===== config.mk =====
export PLATFORM = sky130hd
export DESIGN_NAME = dscp_top
export DESIGN_NICKNAME = d
export VERILOG_FILES = /design/src/logic/dscp_pkg.sv /design/src/logic/dscp_fifo.sv /design/src/logic/dscp_top.sv /design/src/logic/dscp_ns3.sv
export SDC_FILE = /design/constraint.sdc
export NUM_CORES = 2
export LEC_CHECK = 0
export ABC_AREA = 1
export CAP_MARGIN = 0
export CELL_PAD_IN_SITES_DETAIL_PLACEMENT = 2
export CELL_PAD_IN_SITES_GLOBAL_PLACEMENT = 2
export CORE_UTILIZATION = 40
export CTS_CLUSTER_SIZE = 25
export DETAILED_ROUTE_END_ITERATION = 7
export DONT_BUFFER_PORTS = 1
export GPL_TIMING_DRIVEN = 0
export PLACE_DENSITY = 0.83
export SYNTH_ARGS = -nofsm -noshare
export SYNTH_HDL_FRONTEND = slang
export SYNTH_HIERARCHICAL = 1
export SYNTH_SLANG_ARGS = --single-unit

===== constraint.sdc =====
create_clock -name mclk_i -period 7.9 [get_ports mclk_i]
set_clock_uncertainty 0.15 [all_clocks]
set_input_delay 1.58 -clock mclk_i [delete_from_list [all_inputs] [get_ports mclk_i]]
set_output_delay 1.58 -clock mclk_i [all_outputs]
set_load 0.01 [all_outputs]

===== src/logic/dscp_pkg.sv =====
// Package: constants and types of the DAC serial control port
package dscp_pkg;
  localparam logic [5:0] DEV_ADDR      = 6'h05;
  localparam logic [1:0] TYPE_FEATURE  = 2'h0;
  localparam logic [1:0] TYPE_CONTROL  = 2'h2;
  localparam int         BYTE_BITS     = 8;
  localparam logic [1:0] FEAT_VOL_R    = 2'h0;
  localparam logic [1:0] FEAT_VOL_L    = 2'h1;
  localparam logic [1:0] FEAT_BASS     = 2'h2;
  localparam logic [1:0] FEAT_TREBLE   = 2'h3;
  localparam logic [7:0] CTL0_RESET    = 8'h00;
  localparam logic [7:0] CTL1_RESET    = 8'h90;
  localparam int         CTL0_MUTE_BIT = 1;
  localparam int         CTL1_SPD_LSB  = 5;
  localparam logic [15:0] LOCK_N0      = 16'd512;
  localparam logic [15:0] LOCK_N1      = 16'd2048;
  localparam logic [15:0] LOCK_N2      = 16'd4096;
  localparam logic [15:0] LOCK_N3      = 16'd16348;
  localparam int         RAMP_COEFS    = 32;
  localparam int         RAMP_REPS     = 32;
  localparam int         CLK_HZ        = 25000000;
  localparam logic [11:0] DOM1_CYC     = 12'(CLK_HZ / 12000);
  localparam logic [11:0] DOM2_CYC     = 12'(CLK_HZ / 25000);
  localparam logic [11:0] DOM3_CYC     = 12'(CLK_HZ / 40000);
  localparam int         OSR           = 128;

  typedef struct packed {
    logic [5:0] vol_r;
    logic [5:0] vol_l;
    logic [4:0] bass;
    logic [4:0] treble;
    logic [7:0] ctl0;
    logic [7:0] ctl1;
  } dscp_regs_t;

  typedef struct packed {
    logic [15:0] left;
    logic [15:0] right;
  } dscp_sample_t;

  typedef enum logic [2:0] {
    ST_IDLE   = 3'b001,
    ST_ADDR   = 3'b010,
    ST_DATA   = 3'b100
  } dscp_state_t;
endpackage : dscp_pkg


===== src/logic/dscp_fifo.sv =====
// Sample FIFO with valid/ready on both sides
`timescale 1ns/10ps
module dscp_fifo #(
  parameter int WIDTH = 32,
  parameter int DEPTH = 16
) (
  input  wire logic             mclk_i,
  input  wire logic             nrst_i,
  input  wire logic [WIDTH-1:0] in_data_i,
  input  wire logic             in_valid_i,
  output logic                  in_ready_o,
  output logic [WIDTH-1:0]      out_data_o,
  output logic                  out_valid_o,
  input  wire logic             out_ready_i
);
  localparam int AW = $clog2(DEPTH);
  initial begin
    if (DEPTH < 2 || (1 << AW) != DEPTH) $error("DEPTH must be a power of two");
  end
  logic [WIDTH-1:0] mem_ff [DEPTH];
  logic [AW:0]      wp_ff;
  logic [AW:0]      rp_ff;
  logic             full;
  logic             empty;
  assign full        = (wp_ff[AW] != rp_ff[AW]) && (wp_ff[AW-1:0] == rp_ff[AW-1:0]);
  assign empty       = (wp_ff == rp_ff);
  assign in_ready_o  = !full;
  assign out_valid_o = !empty;
  assign out_data_o  = mem_ff[rp_ff[AW-1:0]];
  always_ff @(posedge mclk_i) begin
    if (in_valid_i && !full) begin
      mem_ff[wp_ff[AW-1:0]] <= in_data_i;
    end
  end
  always_ff @(posedge mclk_i) begin
    if (!nrst_i) begin
      wp_ff <= '0;
      rp_ff <= '0;
    end else begin
      if (in_valid_i && !full) wp_ff <= wp_ff + 1'b1;
      if (out_ready_i && !empty) rp_ff <= rp_ff + 1'b1;
    end
  end
endmodule : dscp_fifo


===== src/logic/dscp_top.sv =====
// Serial control port and playback timing of the asynchronous DAC
// Overview of operation
// - Mode low plus 8 clock pulses forms one address byte.
// - Address bits 1:0 pick type: 00 feature, 10 control, others unused.
// - Address bits 7:2 are device address; respond only to 000101.
// - Any other device address deselects; data ignored until readdressed.
// - Selection and type hold over all data bytes until next address.
// - Mode high plus 8 clock pulses forms one data byte.
// - Data byte commits only after its eighth bit arrives.
// - Write only: data line never driven, no readback.
// - Feature type: data bits 7:6 select one of 4 registers.
// - Second selection uses bit 7, plus bit 6 for feature type.
// - Digital PLL recovers sample rate from sample arrivals, times stages.
// - Output muted while unlocked; lock releases mute after 32 samples at zero gain, then gain steps to 1 of 32.
// - Incoming samples pass through a FIFO to remove arrival jitter.
// - Tone domain chosen automatically from rate: 5-12,12-25,25-40,40-55 kHz.
// - Upsampling stages raise stream to 128 times sample rate.
// - Third-order noise shaper makes a one-bit stream.
// - Bits 7:6: 00 right, 01 left volume, 10 bass, 11 treble.
// - Control type: bit 7 clear writes reg 0, set writes reg 1.
// - Lock speed picks 512, 2048, 4096 or 16348 samples.
// - Soft mute: 32 coefficients, each 32 samples; on release gain stays zero through the count, then steps to 1 of 32.
`timescale 1ns/10ps
module dscp_top
  import dscp_pkg::*;
(
  input  wire logic               mclk_i,
  input  wire logic               nrst_i,
  input  wire logic               ctl_serial_clock_i,
  input  wire logic               ctl_phase_select_i,
  input  wire logic               ctl_serial_data_i,
  input  wire dscp_pkg::dscp_sample_t sample_i,
  input  wire logic               sample_valid_i,
  output logic                    sample_ready_o,
  output dscp_pkg::dscp_regs_t    regs_o,
  output logic                    selected_o,
  output logic                    pll_locked_o,
  output logic                    muted_o,
  output logic [1:0]              tone_domain_o,
  output logic                    os_tick_o,
  output logic                    bitstream_l_o,
  output logic                    bitstream_r_o
);
  import dscp_pkg::*;

  // ==========================================================
  // Input synchronisers
  logic [2:0] sck_sync_ff;
  logic [1:0] mode_sync_ff;
  logic [1:0] sdat_sync_ff;
  always_ff @(posedge mclk_i) begin
    if (!nrst_i) begin
      sck_sync_ff  <= 3'h7;
      mode_sync_ff <= '0;
      sdat_sync_ff <= '0;
    end else begin
      sck_sync_ff  <= {sck_sync_ff[1:0], ctl_serial_clock_i};
      mode_sync_ff <= {mode_sync_ff[0], ctl_phase_select_i};
      sdat_sync_ff <= {sdat_sync_ff[0], ctl_serial_data_i};
    end
  end
  logic sck_rise;
  logic mode_s;
  logic sdat_s;
  assign sck_rise = sck_sync_ff[1] && !sck_sync_ff[2];
  assign mode_s   = mode_sync_ff[1];
  assign sdat_s   = sdat_sync_ff[1];

  // ==========================================================
  // Serial byte receiver
  dscp_state_t state_ff;
  logic [7:0]  shift_ff;
  logic [3:0]  bitcnt_ff;
  logic        byte_done;
  logic [7:0]  nxt_byte;
  assign nxt_byte  = {sdat_s, shift_ff[7:1]};
  assign byte_done = sck_rise && (bitcnt_ff == 4'(BYTE_BITS - 1));
  always_ff @(posedge mclk_i) begin
    if (!nrst_i) begin
      state_ff  <= ST_IDLE;
      shift_ff  <= '0;
      bitcnt_ff <= '0;
    end else begin
      case (state_ff)
        ST_IDLE: begin
          state_ff  <= mode_s ? ST_DATA : ST_ADDR;
          bitcnt_ff <= '0;
        end
        ST_ADDR, ST_DATA: begin
          if ((state_ff == ST_DATA) != mode_s) begin
            state_ff  <= ST_IDLE;
            bitcnt_ff <= '0;
          end else if (sck_rise) begin
            shift_ff  <= nxt_byte;
            bitcnt_ff <= byte_done ? 4'h0 : bitcnt_ff + 4'h1;
          end
        end
        default: state_ff <= ST_IDLE;
      endcase
    end
  end
  logic addr_done;
  logic data_done;
  assign addr_done = byte_done && state_ff == ST_ADDR && !mode_s;
  assign data_done = byte_done && state_ff == ST_DATA && mode_s;

  // ==========================================================
  // Address decode and register writes
  logic       sel_ff;
  logic [1:0] type_ff;
  always_ff @(posedge mclk_i) begin
    if (!nrst_i) begin
      sel_ff  <= 1'b0;
      type_ff <= TYPE_FEATURE;
    end else if (addr_done) begin
      sel_ff  <= (nxt_byte[7:2] == DEV_ADDR);
      type_ff <= nxt_byte[1:0];
    end
  end
  assign selected_o = sel_ff;

  dscp_regs_t regs_ff;
  always_ff @(posedge mclk_i) begin
    if (!nrst_i) begin
      regs_ff <= '{vol_r: '0, vol_l: '0, bass: '0, treble: '0,
                   ctl0: CTL0_RESET, ctl1: CTL1_RESET};
    end else if (data_done && sel_ff) begin
      if (type_ff == TYPE_FEATURE) begin
        case (nxt_byte[7:6])
          FEAT_VOL_R:  regs_ff.vol_r  <= nxt_byte[5:0];
          FEAT_VOL_L:  regs_ff.vol_l  <= nxt_byte[5:0];
          FEAT_BASS:   regs_ff.bass   <= nxt_byte[4:0];
          FEAT_TREBLE: regs_ff.treble <= nxt_byte[4:0];
          default:     regs_ff.treble <= regs_ff.treble;
        endcase
      end else if (type_ff == TYPE_CONTROL) begin
        if (nxt_byte[7]) regs_ff.ctl1 <= nxt_byte;
        else             regs_ff.ctl0 <= nxt_byte;
      end
    end
  end
  assign regs_o = regs_ff;
  // No output drives the serial data line

  // ==========================================================
  // Sample FIFO
  dscp_sample_t fifo_data;
  logic         fifo_valid;
  logic         fifo_pop;
  dscp_fifo #(.WIDTH($bits(dscp_sample_t)), .DEPTH(16)) u_fifo (
    .mclk_i      (mclk_i),
    .nrst_i      (nrst_i),
    .in_data_i   (sample_i),
    .in_valid_i  (sample_valid_i),
    .in_ready_o  (sample_ready_o),
    .out_data_o  (fifo_data),
    .out_valid_o (fifo_valid),
    .out_ready_i (fifo_pop)
  );
  // Every offered sample counts, so a full FIFO cannot stall lock
  logic arrive;
  assign arrive = sample_valid_i;

  // ==========================================================
  // Digital PLL: period measurement and lock
  logic [11:0] per_cnt_ff;
  logic [11:0] period_ff;
  logic [15:0] lock_cnt_ff;
  logic        lock_ff;
  logic [15:0] lock_need;
  function automatic logic [15:0] lock_len(input logic [1:0] spd);
    case (spd)
      2'h0:    lock_len = LOCK_N0;
      2'h1:    lock_len = LOCK_N1;
      2'h2:    lock_len = LOCK_N2;
      default: lock_len = LOCK_N3;
    endcase
  endfunction : lock_len
  assign lock_need = lock_len(regs_ff.ctl1[CTL1_SPD_LSB +: 2]);
  always_ff @(posedge mclk_i) begin
    if (!nrst_i) begin
      per_cnt_ff  <= '0;
      period_ff   <= '0;
      lock_cnt_ff <= '0;
      lock_ff     <= 1'b0;
    end else if (arrive) begin
      per_cnt_ff <= 12'h001;
      period_ff  <= per_cnt_ff;
      if ((per_cnt_ff > period_ff + 12'h004) || (per_cnt_ff + 12'h004 < period_ff)) begin
        lock_cnt_ff <= '0;
        lock_ff     <= 1'b0;
      end else if (lock_cnt_ff >= lock_need - 16'h1) begin
        lock_ff <= 1'b1;
      end else begin
        lock_cnt_ff <= lock_cnt_ff + 16'h1;
      end
    end else if (per_cnt_ff != 12'hfff) begin
      per_cnt_ff <= per_cnt_ff + 12'h001;
    end else begin
      lock_ff     <= 1'b0;
      lock_cnt_ff <= '0;
    end
  end
  assign pll_locked_o = lock_ff;

  // Tone domain from recovered period
  logic [1:0] dom_ff;
  always_ff @(posedge mclk_i) begin
    if (!nrst_i) dom_ff <= '0;
    else if (period_ff > DOM1_CYC) dom_ff <= 2'h0;
    else if (period_ff > DOM2_CYC) dom_ff <= 2'h1;
    else if (period_ff > DOM3_CYC) dom_ff <= 2'h2;
    else dom_ff <= 2'h3;
  end
  assign tone_domain_o = dom_ff;

  // ==========================================================
  // Recovered 128x rate ticks and sample pop
  logic [11:0] os_cnt_ff;
  logic [6:0]  os_idx_ff;
  logic        os_tick;
  assign os_tick = lock_ff && (os_cnt_ff >= (period_ff >> 7));
  always_ff @(posedge mclk_i) begin
    if (!nrst_i) begin
      os_cnt_ff <= '0;
      os_idx_ff <= '0;
    end else if (os_tick) begin
      os_cnt_ff <= '0;
      os_idx_ff <= os_idx_ff + 7'h1;
    end else begin
      os_cnt_ff <= os_cnt_ff + 12'h1;
    end
  end
  assign fifo_pop  = os_tick && (os_idx_ff == 7'(OSR - 1));
  assign os_tick_o = os_tick;

  // ==========================================================
  // Soft mute ramp
  logic       mute_req;
  logic [4:0] coef_ff;
  logic [4:0] rep_ff;
  logic       at_zero_ff;
  assign mute_req = !lock_ff || regs_ff.ctl0[CTL0_MUTE_BIT];
  always_ff @(posedge mclk_i) begin
    if (!nrst_i) begin
      coef_ff    <= 5'(RAMP_COEFS - 1);
      rep_ff     <= '0;
      at_zero_ff <= 1'b1;
    end else if (!lock_ff) begin
      at_zero_ff <= 1'b1;
      coef_ff    <= 5'(RAMP_COEFS - 1);
    end else if (fifo_pop && (mute_req != at_zero_ff)) begin
      rep_ff <= rep_ff + 5'h1;
      if (rep_ff == 5'(RAMP_REPS - 1)) begin
        if (coef_ff == 5'(RAMP_COEFS - 1)) begin
          coef_ff    <= '0;
          at_zero_ff <= mute_req;
        end else begin
          coef_ff <= coef_ff + 5'h1;
        end
      end
    end
  end
  assign muted_o = at_zero_ff;
  logic [5:0] gain;
  assign gain = at_zero_ff ? 6'h00 :
                (mute_req ? 6'(RAMP_COEFS) - 6'(coef_ff) : 6'(coef_ff) + 6'h1);

  // ==========================================================
  // Held sample and third-order noise shapers
  dscp_sample_t hold_ff;
  always_ff @(posedge mclk_i) begin
    if (!nrst_i) hold_ff <= '0;
    else if (fifo_pop && fifo_valid) hold_ff <= fifo_data;
  end
  function automatic logic [15:0] scale(input logic [15:0] s, input logic [5:0] g);
    logic [21:0] p;
    p = 22'($signed(s) * $signed({1'b0, g}));
    scale = p[20:5];
  endfunction : scale
  logic [1:0] bs_bits;
  dscp_ns3 #(.W(16)) u_ns_l (
    .mclk_i(mclk_i), .nrst_i(nrst_i), .en_i(os_tick),
    .x_i(scale(hold_ff.left, gain)), .bit_o(bs_bits[0]));
  dscp_ns3 #(.W(16)) u_ns_r (
    .mclk_i(mclk_i), .nrst_i(nrst_i), .en_i(os_tick),
    .x_i(scale(hold_ff.right, gain)), .bit_o(bs_bits[1]));
  assign bitstream_l_o = bs_bits[0];
  assign bitstream_r_o = bs_bits[1];
endmodule : dscp_top


===== src/logic/dscp_ns3.sv =====
// Third-order one-bit noise shaper
`timescale 1ns/10ps
module dscp_ns3 #(
  parameter int W = 16
) (
  input  wire logic         mclk_i,
  input  wire logic         nrst_i,
  input  wire logic         en_i,
  input  wire logic [W-1:0] x_i,
  output logic              bit_o
);
  localparam int AW = W + 6;
  initial begin
    if (W < 4) $error("W too small");
  end
  logic signed [AW-1:0] i1_ff;
  logic signed [AW-1:0] i2_ff;
  logic signed [AW-1:0] i3_ff;
  logic signed [AW-1:0] fb;
  logic signed [AW-1:0] xs;
  assign xs = AW'($signed(x_i));
  assign fb = bit_o ? AW'(2 ** (W - 1)) : -AW'(2 ** (W - 1));
  always_ff @(posedge mclk_i) begin
    if (!nrst_i) begin
      i1_ff <= '0;
      i2_ff <= '0;
      i3_ff <= '0;
      bit_o <= 1'b0;
    end else if (en_i) begin
      i1_ff <= i1_ff + xs - fb;
      i2_ff <= i2_ff + i1_ff - fb;
      i3_ff <= i3_ff + i2_ff - fb;
      bit_o <= !i3_ff[AW-1];
    end
  end
endmodule : dscp_ns3


Yosys cells after proc, flatten, opt, wreduce, memory -nomap -nowiden
Memory sizes are Yosys's and may differ from the RTL's. A register that Yosys moved wholly into a read port is not among the register bits.
Index checks and enable logic that the tools add are counted.
Cells by class
  reduce and logical (&&, ||, !) cells: 47
  multiply operators: 2
  equal/unequal tests: 25
  order comparisons: 7
  add/subtract/negate cells: 26
  bitwise gates (word level): 4
  muxes and demuxes: 27
Operators by type and width (number)
  subtractor 22 bit: 6
  adder 22 bit: 4
  2-to-1 mux 16 bit: 4
  adder 22 x 16 -> 22 bit: 2
  2-to-1 mux 22 bit: 2
  multiplier 16 x 7 -> 21 bit: 2
  case mux 14 bit (3 select lines): 1
  adder 12 x 1 -> 12 bit, second input constant: 2
  adder 12 x 3 -> 12 bit, second input constant: 2
  > comparator 12 x 10 -> 1 bit, second input constant: 2
  adder 5 x 1 -> 5 bit, second input constant: 4
  AND reduction 3 bit: 6
  adder 16 x 1 -> 16 bit, second input constant: 1
  >= comparator 16 bit: 1
  subtractor 16 x 1 -> 16 bit, second input constant: 1
  logical AND 1 bit: 13
  >= comparator 12 x 5 -> 1 bit: 1
  > comparator 12 bit: 1
  > comparator 12 bit, second input constant: 1
  less-than comparator 12 bit: 1
  2-to-1 mux 4 bit: 3
  2-to-1 mux 6 bit: 2
  inequality test 12 bit, second input constant: 1
  AND reduction 2 bit: 6
  other kinds (32): 69
Storage, ports and cells
  memory bits (writable): 512
  output and inout bits: 47
  memories kept: 1
  flip-flop bits (word level): 278
Memories
  u_fifo.mem_ff: words 16, width 32, read ports 1, clocked after memory_dff 1, wr ports 1, RTL line dscp_fifo.sv:20  | logic [WIDTH-1:0] mem_ff [DEPTH];

Depth between registers and ports, before layout
  word-level depth: 7
  mapped depth: 44
  mapped depth without buffers: 43

Modules after synthesis
The synthesis kept the hierarchy.
Modules (own cells, without submodules)
  dscp_fifo: sequential area each 15655.0 µm², times used 1, cells an instance 1743, area an instance 21749.6 µm²
  dscp_ns3: sequential area each 1341.3 µm², times used 2, cells an instance 1357, area an instance 8156.6 µm²
  dscp_top: sequential area each 3303.2 µm², times used 1, cells an instance 2087, area an instance 14821.7 µm²

Least setup slack after synthesis
No wires, ideal clock.
  path kind: register to register
  start: register coef_ff[0]
  end: register u_ns_r.i1_ff[17]
  period minus slack after synthesis: 6.889 ns
  cell stages (with the launch flop): 34
  setup slack: 1.011 ns
  data arrival time: 6.622 ns
  library setup time: 0.117 ns
  cells stage by stage: dfxtp_1 -> inv_1 -> ha_1 -> or2_2 -> nand3_1 -> nand2_1 -> inv_2 -> buf_2 -> nor2_1 -> fa_1 -> fa_1 -> fa_1 -> inv_1 -> fa_1 -> inv_1 -> ha_1 -> a21oi_1 -> o21ai_0 -> a21oi_1 -> nand2_1 -> a21oi_1 -> nand3_1 -> nand2_1 -> inv_1 -> fa_1 -> inv_1 -> ha_1 -> nand2_1 -> nor4_1 -> nand2_2 -> nand3_1 -> nand2_1 -> nor2_1 -> nor2_1
On the way
  word-level cells in the longest chain between the ends: 6
  elaborated cells between the ends (all ways): 7
RTL lines
  from (decl): RTL line dscp_top.sv:240  | logic [4:0] coef_ff;
  from (signal assigned): RTL line dscp_top.sv:246  | coef_ff <= 5'(RAMP_COEFS - 1);
  from (signal assigned): RTL line dscp_top.sv:251  | coef_ff <= 5'(RAMP_COEFS - 1);
  from (signal assigned): RTL line dscp_top.sv:259  | coef_ff <= coef_ff + 5'h1;
  subtractor 6 x 5 -> 6 bit / adder 5 x 1 -> 6 bit (equally long branches): RTL line dscp_top.sv:267  | (mute_req ? 6'(RAMP_COEFS) - 6'(coef_ff) : 6'(coef_ff) + 6'h1);
  2-to-1 mux 6 bit *: RTL line dscp_top.sv:267
  2-to-1 mux 6 bit *: RTL line dscp_top.sv:266  | assign gain = at_zero_ff ? 6'h00 :
  multiplier 16 x 7 -> 21 bit *: RTL line dscp_top.sv:278  | p = 22'($signed(s) * $signed({1'b0, g}));
  adder 22 x 16 -> 22 bit *: RTL line dscp_ns3.sv:30  | i1_ff <= i1_ff + xs - fb;
  subtractor 22 bit *: RTL line dscp_ns3.sv:30
  to (signal assigned): RTL line dscp_ns3.sv:30
  to (decl): RTL line dscp_ns3.sv:16  | logic signed [AW-1:0] i1_ff;
Mark *: on every way between the ends. The rest lies on a longest branch, timed or not.
A chain may end at the register's enable or synchronous reset.

Worst setup path after layout
  start: register coef_ff[0]
  end: register u_ns_r.i1_ff[21]
Same word-level chain as after synthesis.

==> impl_metrics.ini <==
[die]
rows = 133
io_pins = 85
initial_utilization = 0.403
die_area_mm2 = 0.134
die_y_um = 366
die_w_um = 366
core-area_mm2 = 0.131

[yosys]
synth_top_area_share = 0.291
synthFlopType = edfxtp_1
synth_edf_count = 512
yosysTopAreaCell = edfxtp_1
ys_types = 60
synth-async-reset-ratio = 0
synthTopCellsByArea = edfxtp_1, dfxtp_1, inv_1
syn-num-nets = 7083
ys_warn_count = 6
syn_area_per_cell_um2 = 8.08
ys_seq_area_frac = 0.409
synth_area_mm2 = 0.0529
netlist_instances = 6544
ys_ff_latch = 825

[placed_design]
hpwl_mm = 148
io_buffer_count = 0
pre_cts_ws_ns = -1.08
dp_cells = 8324
gp_congestion = 0.866

[global_routing]
grt_max_degree = 26
grt.total_usage = 0.311
grt_pass1_vias = 52800
grt_pass1_wl_mm = 317
grt_overflow = 0
antenna_found_initial = 6

[setup_path]
cp_max_fo = 10
crit_start = coef_ff[0]
crit_required_ns = 8.35
cp-endpoint = u_ns_r/i1_ff[21]
rrSetupSlack_ns = 0.38
slowest_stage = fa_1
r2r_cells = 36
slowest_delay_ns = 0.53
path_class = reg2reg
rr_endpoint = u_ns_r/i1_ff[21]
start_kind = register
critPathArrivalTime_ns = 7.97
worst_setup_path_end_kind = register
worstReg2RegStart = coef_ff[0]
crit_top_cell = inv_1

[status]
status = complete, no violations

[final_layout]
layout_common_cells = inv_1, nand2_1, nor2_1, edfxtp_1, nand3_1
final_common_cell = inv_1
drive_gt1_frac = 0.0727
area_delta_synth_final_pct = 11.8
fin_util = 0.450
stdcell_count = 8509
nets = 7212

[routing]
totalWireLength_mm = 209
dr.pass1.iters = 5
drtIter0Drc = 2937
ant_nets = 0
vias_per_cell = 5.55
routedWlPerCell_um = 24.5
num_vias = 47200
drc = 0

[clock_tree]
numCtsBuffers = 94
cts.sinks = 825
clock_path_buffers = 3
insertion_delay_ns = 0.76
cts_tree = done
clk_pin_slew_ns = 0.07
htreeDepth = 3
cts_root_buf = clkbuf_16

[sta]
max_freq_ghz = 0.133
period_share = 0.952
worst_pin_slew_ns = 1.20
relSlewSlack = 0.199
final_hold_viol_count = 0
fin_ws_ns = 0.379
drv_slew = 0
hold_ws_ns = 0.272
min_period_ns = 7.52
setup_viol_count_final = 0

[hold_path]
min_path_type = reg2reg

[pwr]
ir_drop_uv = 191
leakage_nw = 26.8
p_per_area_mw_per_mm2 = 179
finalPower_w = 0.0106

[flow_run]
maxCapViolations = 0
-- state kept, by name (all words and copies together), names as in the netlist, 3 cells and up, named ones only --
signal         flops
u_fifo/mem_ff    512
regs_o            36
hold_ff           32
u_ns_l/i1_ff      22
u_ns_l/i2_ff      22
u_ns_l/i3_ff      22
u_ns_r/i1_ff      22
u_ns_r/i2_ff      22
u_ns_r/i3_ff      22
lock_cnt_ff       16
os_cnt_ff         12
per_cnt_ff        12
period_ff         12
os_idx_ff          7
shift_ff           7
coef_ff            5
rep_ff             5
u_fifo/rp_ff       5
u_fifo/wp_ff       5
bitcnt_ff          4
sck_sync_ff        3
state_ff           3
-- critical path, delay by kind of cell (launching register included) --
kind / cells / cell delay [ns]
adders and majority gates: 8 / 3.52
AOI/OAI and AO/OA: 1 / 0.11
and+or+nand+nor: 18 / 2.46
buffers and inverters: 9 / 0.73
DFF: 1 / 0.38
-- cell type report --
class / count / area [µm²]
antenna: 1 / 2.50
timing repair buffer: 33 / 472
clock inverter: 45 / 586
sequential: 825 / 21700
multi-input combinational: 4135 / 25100
tap: 1755 / 2200
clock buffer: 131 / 2600
buffer: 201 / 1260
fill: 14700 / 72200
inverter: 1383 / 5210
-- logic make-up (layout without fill, tap and decap cells) --
family,count (synthesis),count (layout),synth area share
compound gates,968,968,0.103
xor+xnor,120,120,0.0199
fa+ha+maj,501,501,0.140
buf+inv,1584,1793,0.121
flops,825,825,0.409
other cells,2,3,0.000142
simple gates,2544,2544,0.206
-- per-layer routing --
metal,part of all wire,vias up,track usage
met2,0.51,1475,0.563
met4,0.053,8,0.152
met3,0.051,604,0.0475
met1,0.39,23900,0.355
li1,-,21200,-
met5,0.00025,-,0
-- cells in the mapped netlist (3+ instances only) --
library cell / number
nor4_1: 16
buf_1: 17
buf_4: 9
fa_1: 152
ha_1: 349
nand2_4: 4
nand3_1: 473
clkbuf_2: 8
xor2_1: 92
clkbuf_1: 84
nor2_2: 13
nor3_1: 41
inv_2: 22
nand3b_1: 13
o211ai_1: 128
buf_2: 37
nand3_2: 18
nor2_4: 11
nor2_1: 581
o31ai_1: 3
inv_1: 1356
clkbuf_8: 8
dfxtp_1: 313
nand2_1: 1256
o21ai_1: 87
edfxtp_1: 512
xnor2_1: 28
and2_1: 4
a31oi_1: 4
o21bai_1: 27
nand4_1: 50
a211oi_1: 28
a21oi_1: 432
o21ai_0: 217
a21o_1: 24
or2_2: 7
buf_6: 36
nand2_2: 43
a21oi_2: 12
-- repair_timing --
action                                  CTS  global route
buffers inserted                          3             5
hold buffers                              0             0
resized for setup                        30            62
endpoints found under the setup margin   27            16
pin swaps                                 2             9
-- per-stage QoR --
step / area (µm²) / TNS (ns)
after floorplan: 52900 / 0
final: 59100 / 0
after global placement: 55100 / -6.13
after CTS: 58900 / 0
after global routing: 59100 / -0.000845
after detailed placement: 55600 / -10.18
-- worst min-delay path by stage --
stage                     from         endpoint  slack [ns]  cells after the start
2_1_floorplan  mode_sync_ff[0]  mode_sync_ff[1]        0.24                      2
3_3_place_gp    sck_sync_ff[0]   sck_sync_ff[1]        0.25                      1
3_5_place_dp    sck_sync_ff[0]   sck_sync_ff[1]        0.25                      1
4_1_cts         sck_sync_ff[0]   sck_sync_ff[1]        0.27                      1
5_1_grt         sck_sync_ff[1]   sck_sync_ff[2]        0.30                      2
6_report        sck_sync_ff[0]   sck_sync_ff[1]        0.27                      1
-- report_power, final --
group          internal, W  switching (W)
sequential         0.00463      0.0000461
combinational     0.000401       0.000892
clock              0.00259        0.00203
total              0.00763        0.00297
No activity file was read; power rests on OpenSTA's default activity.
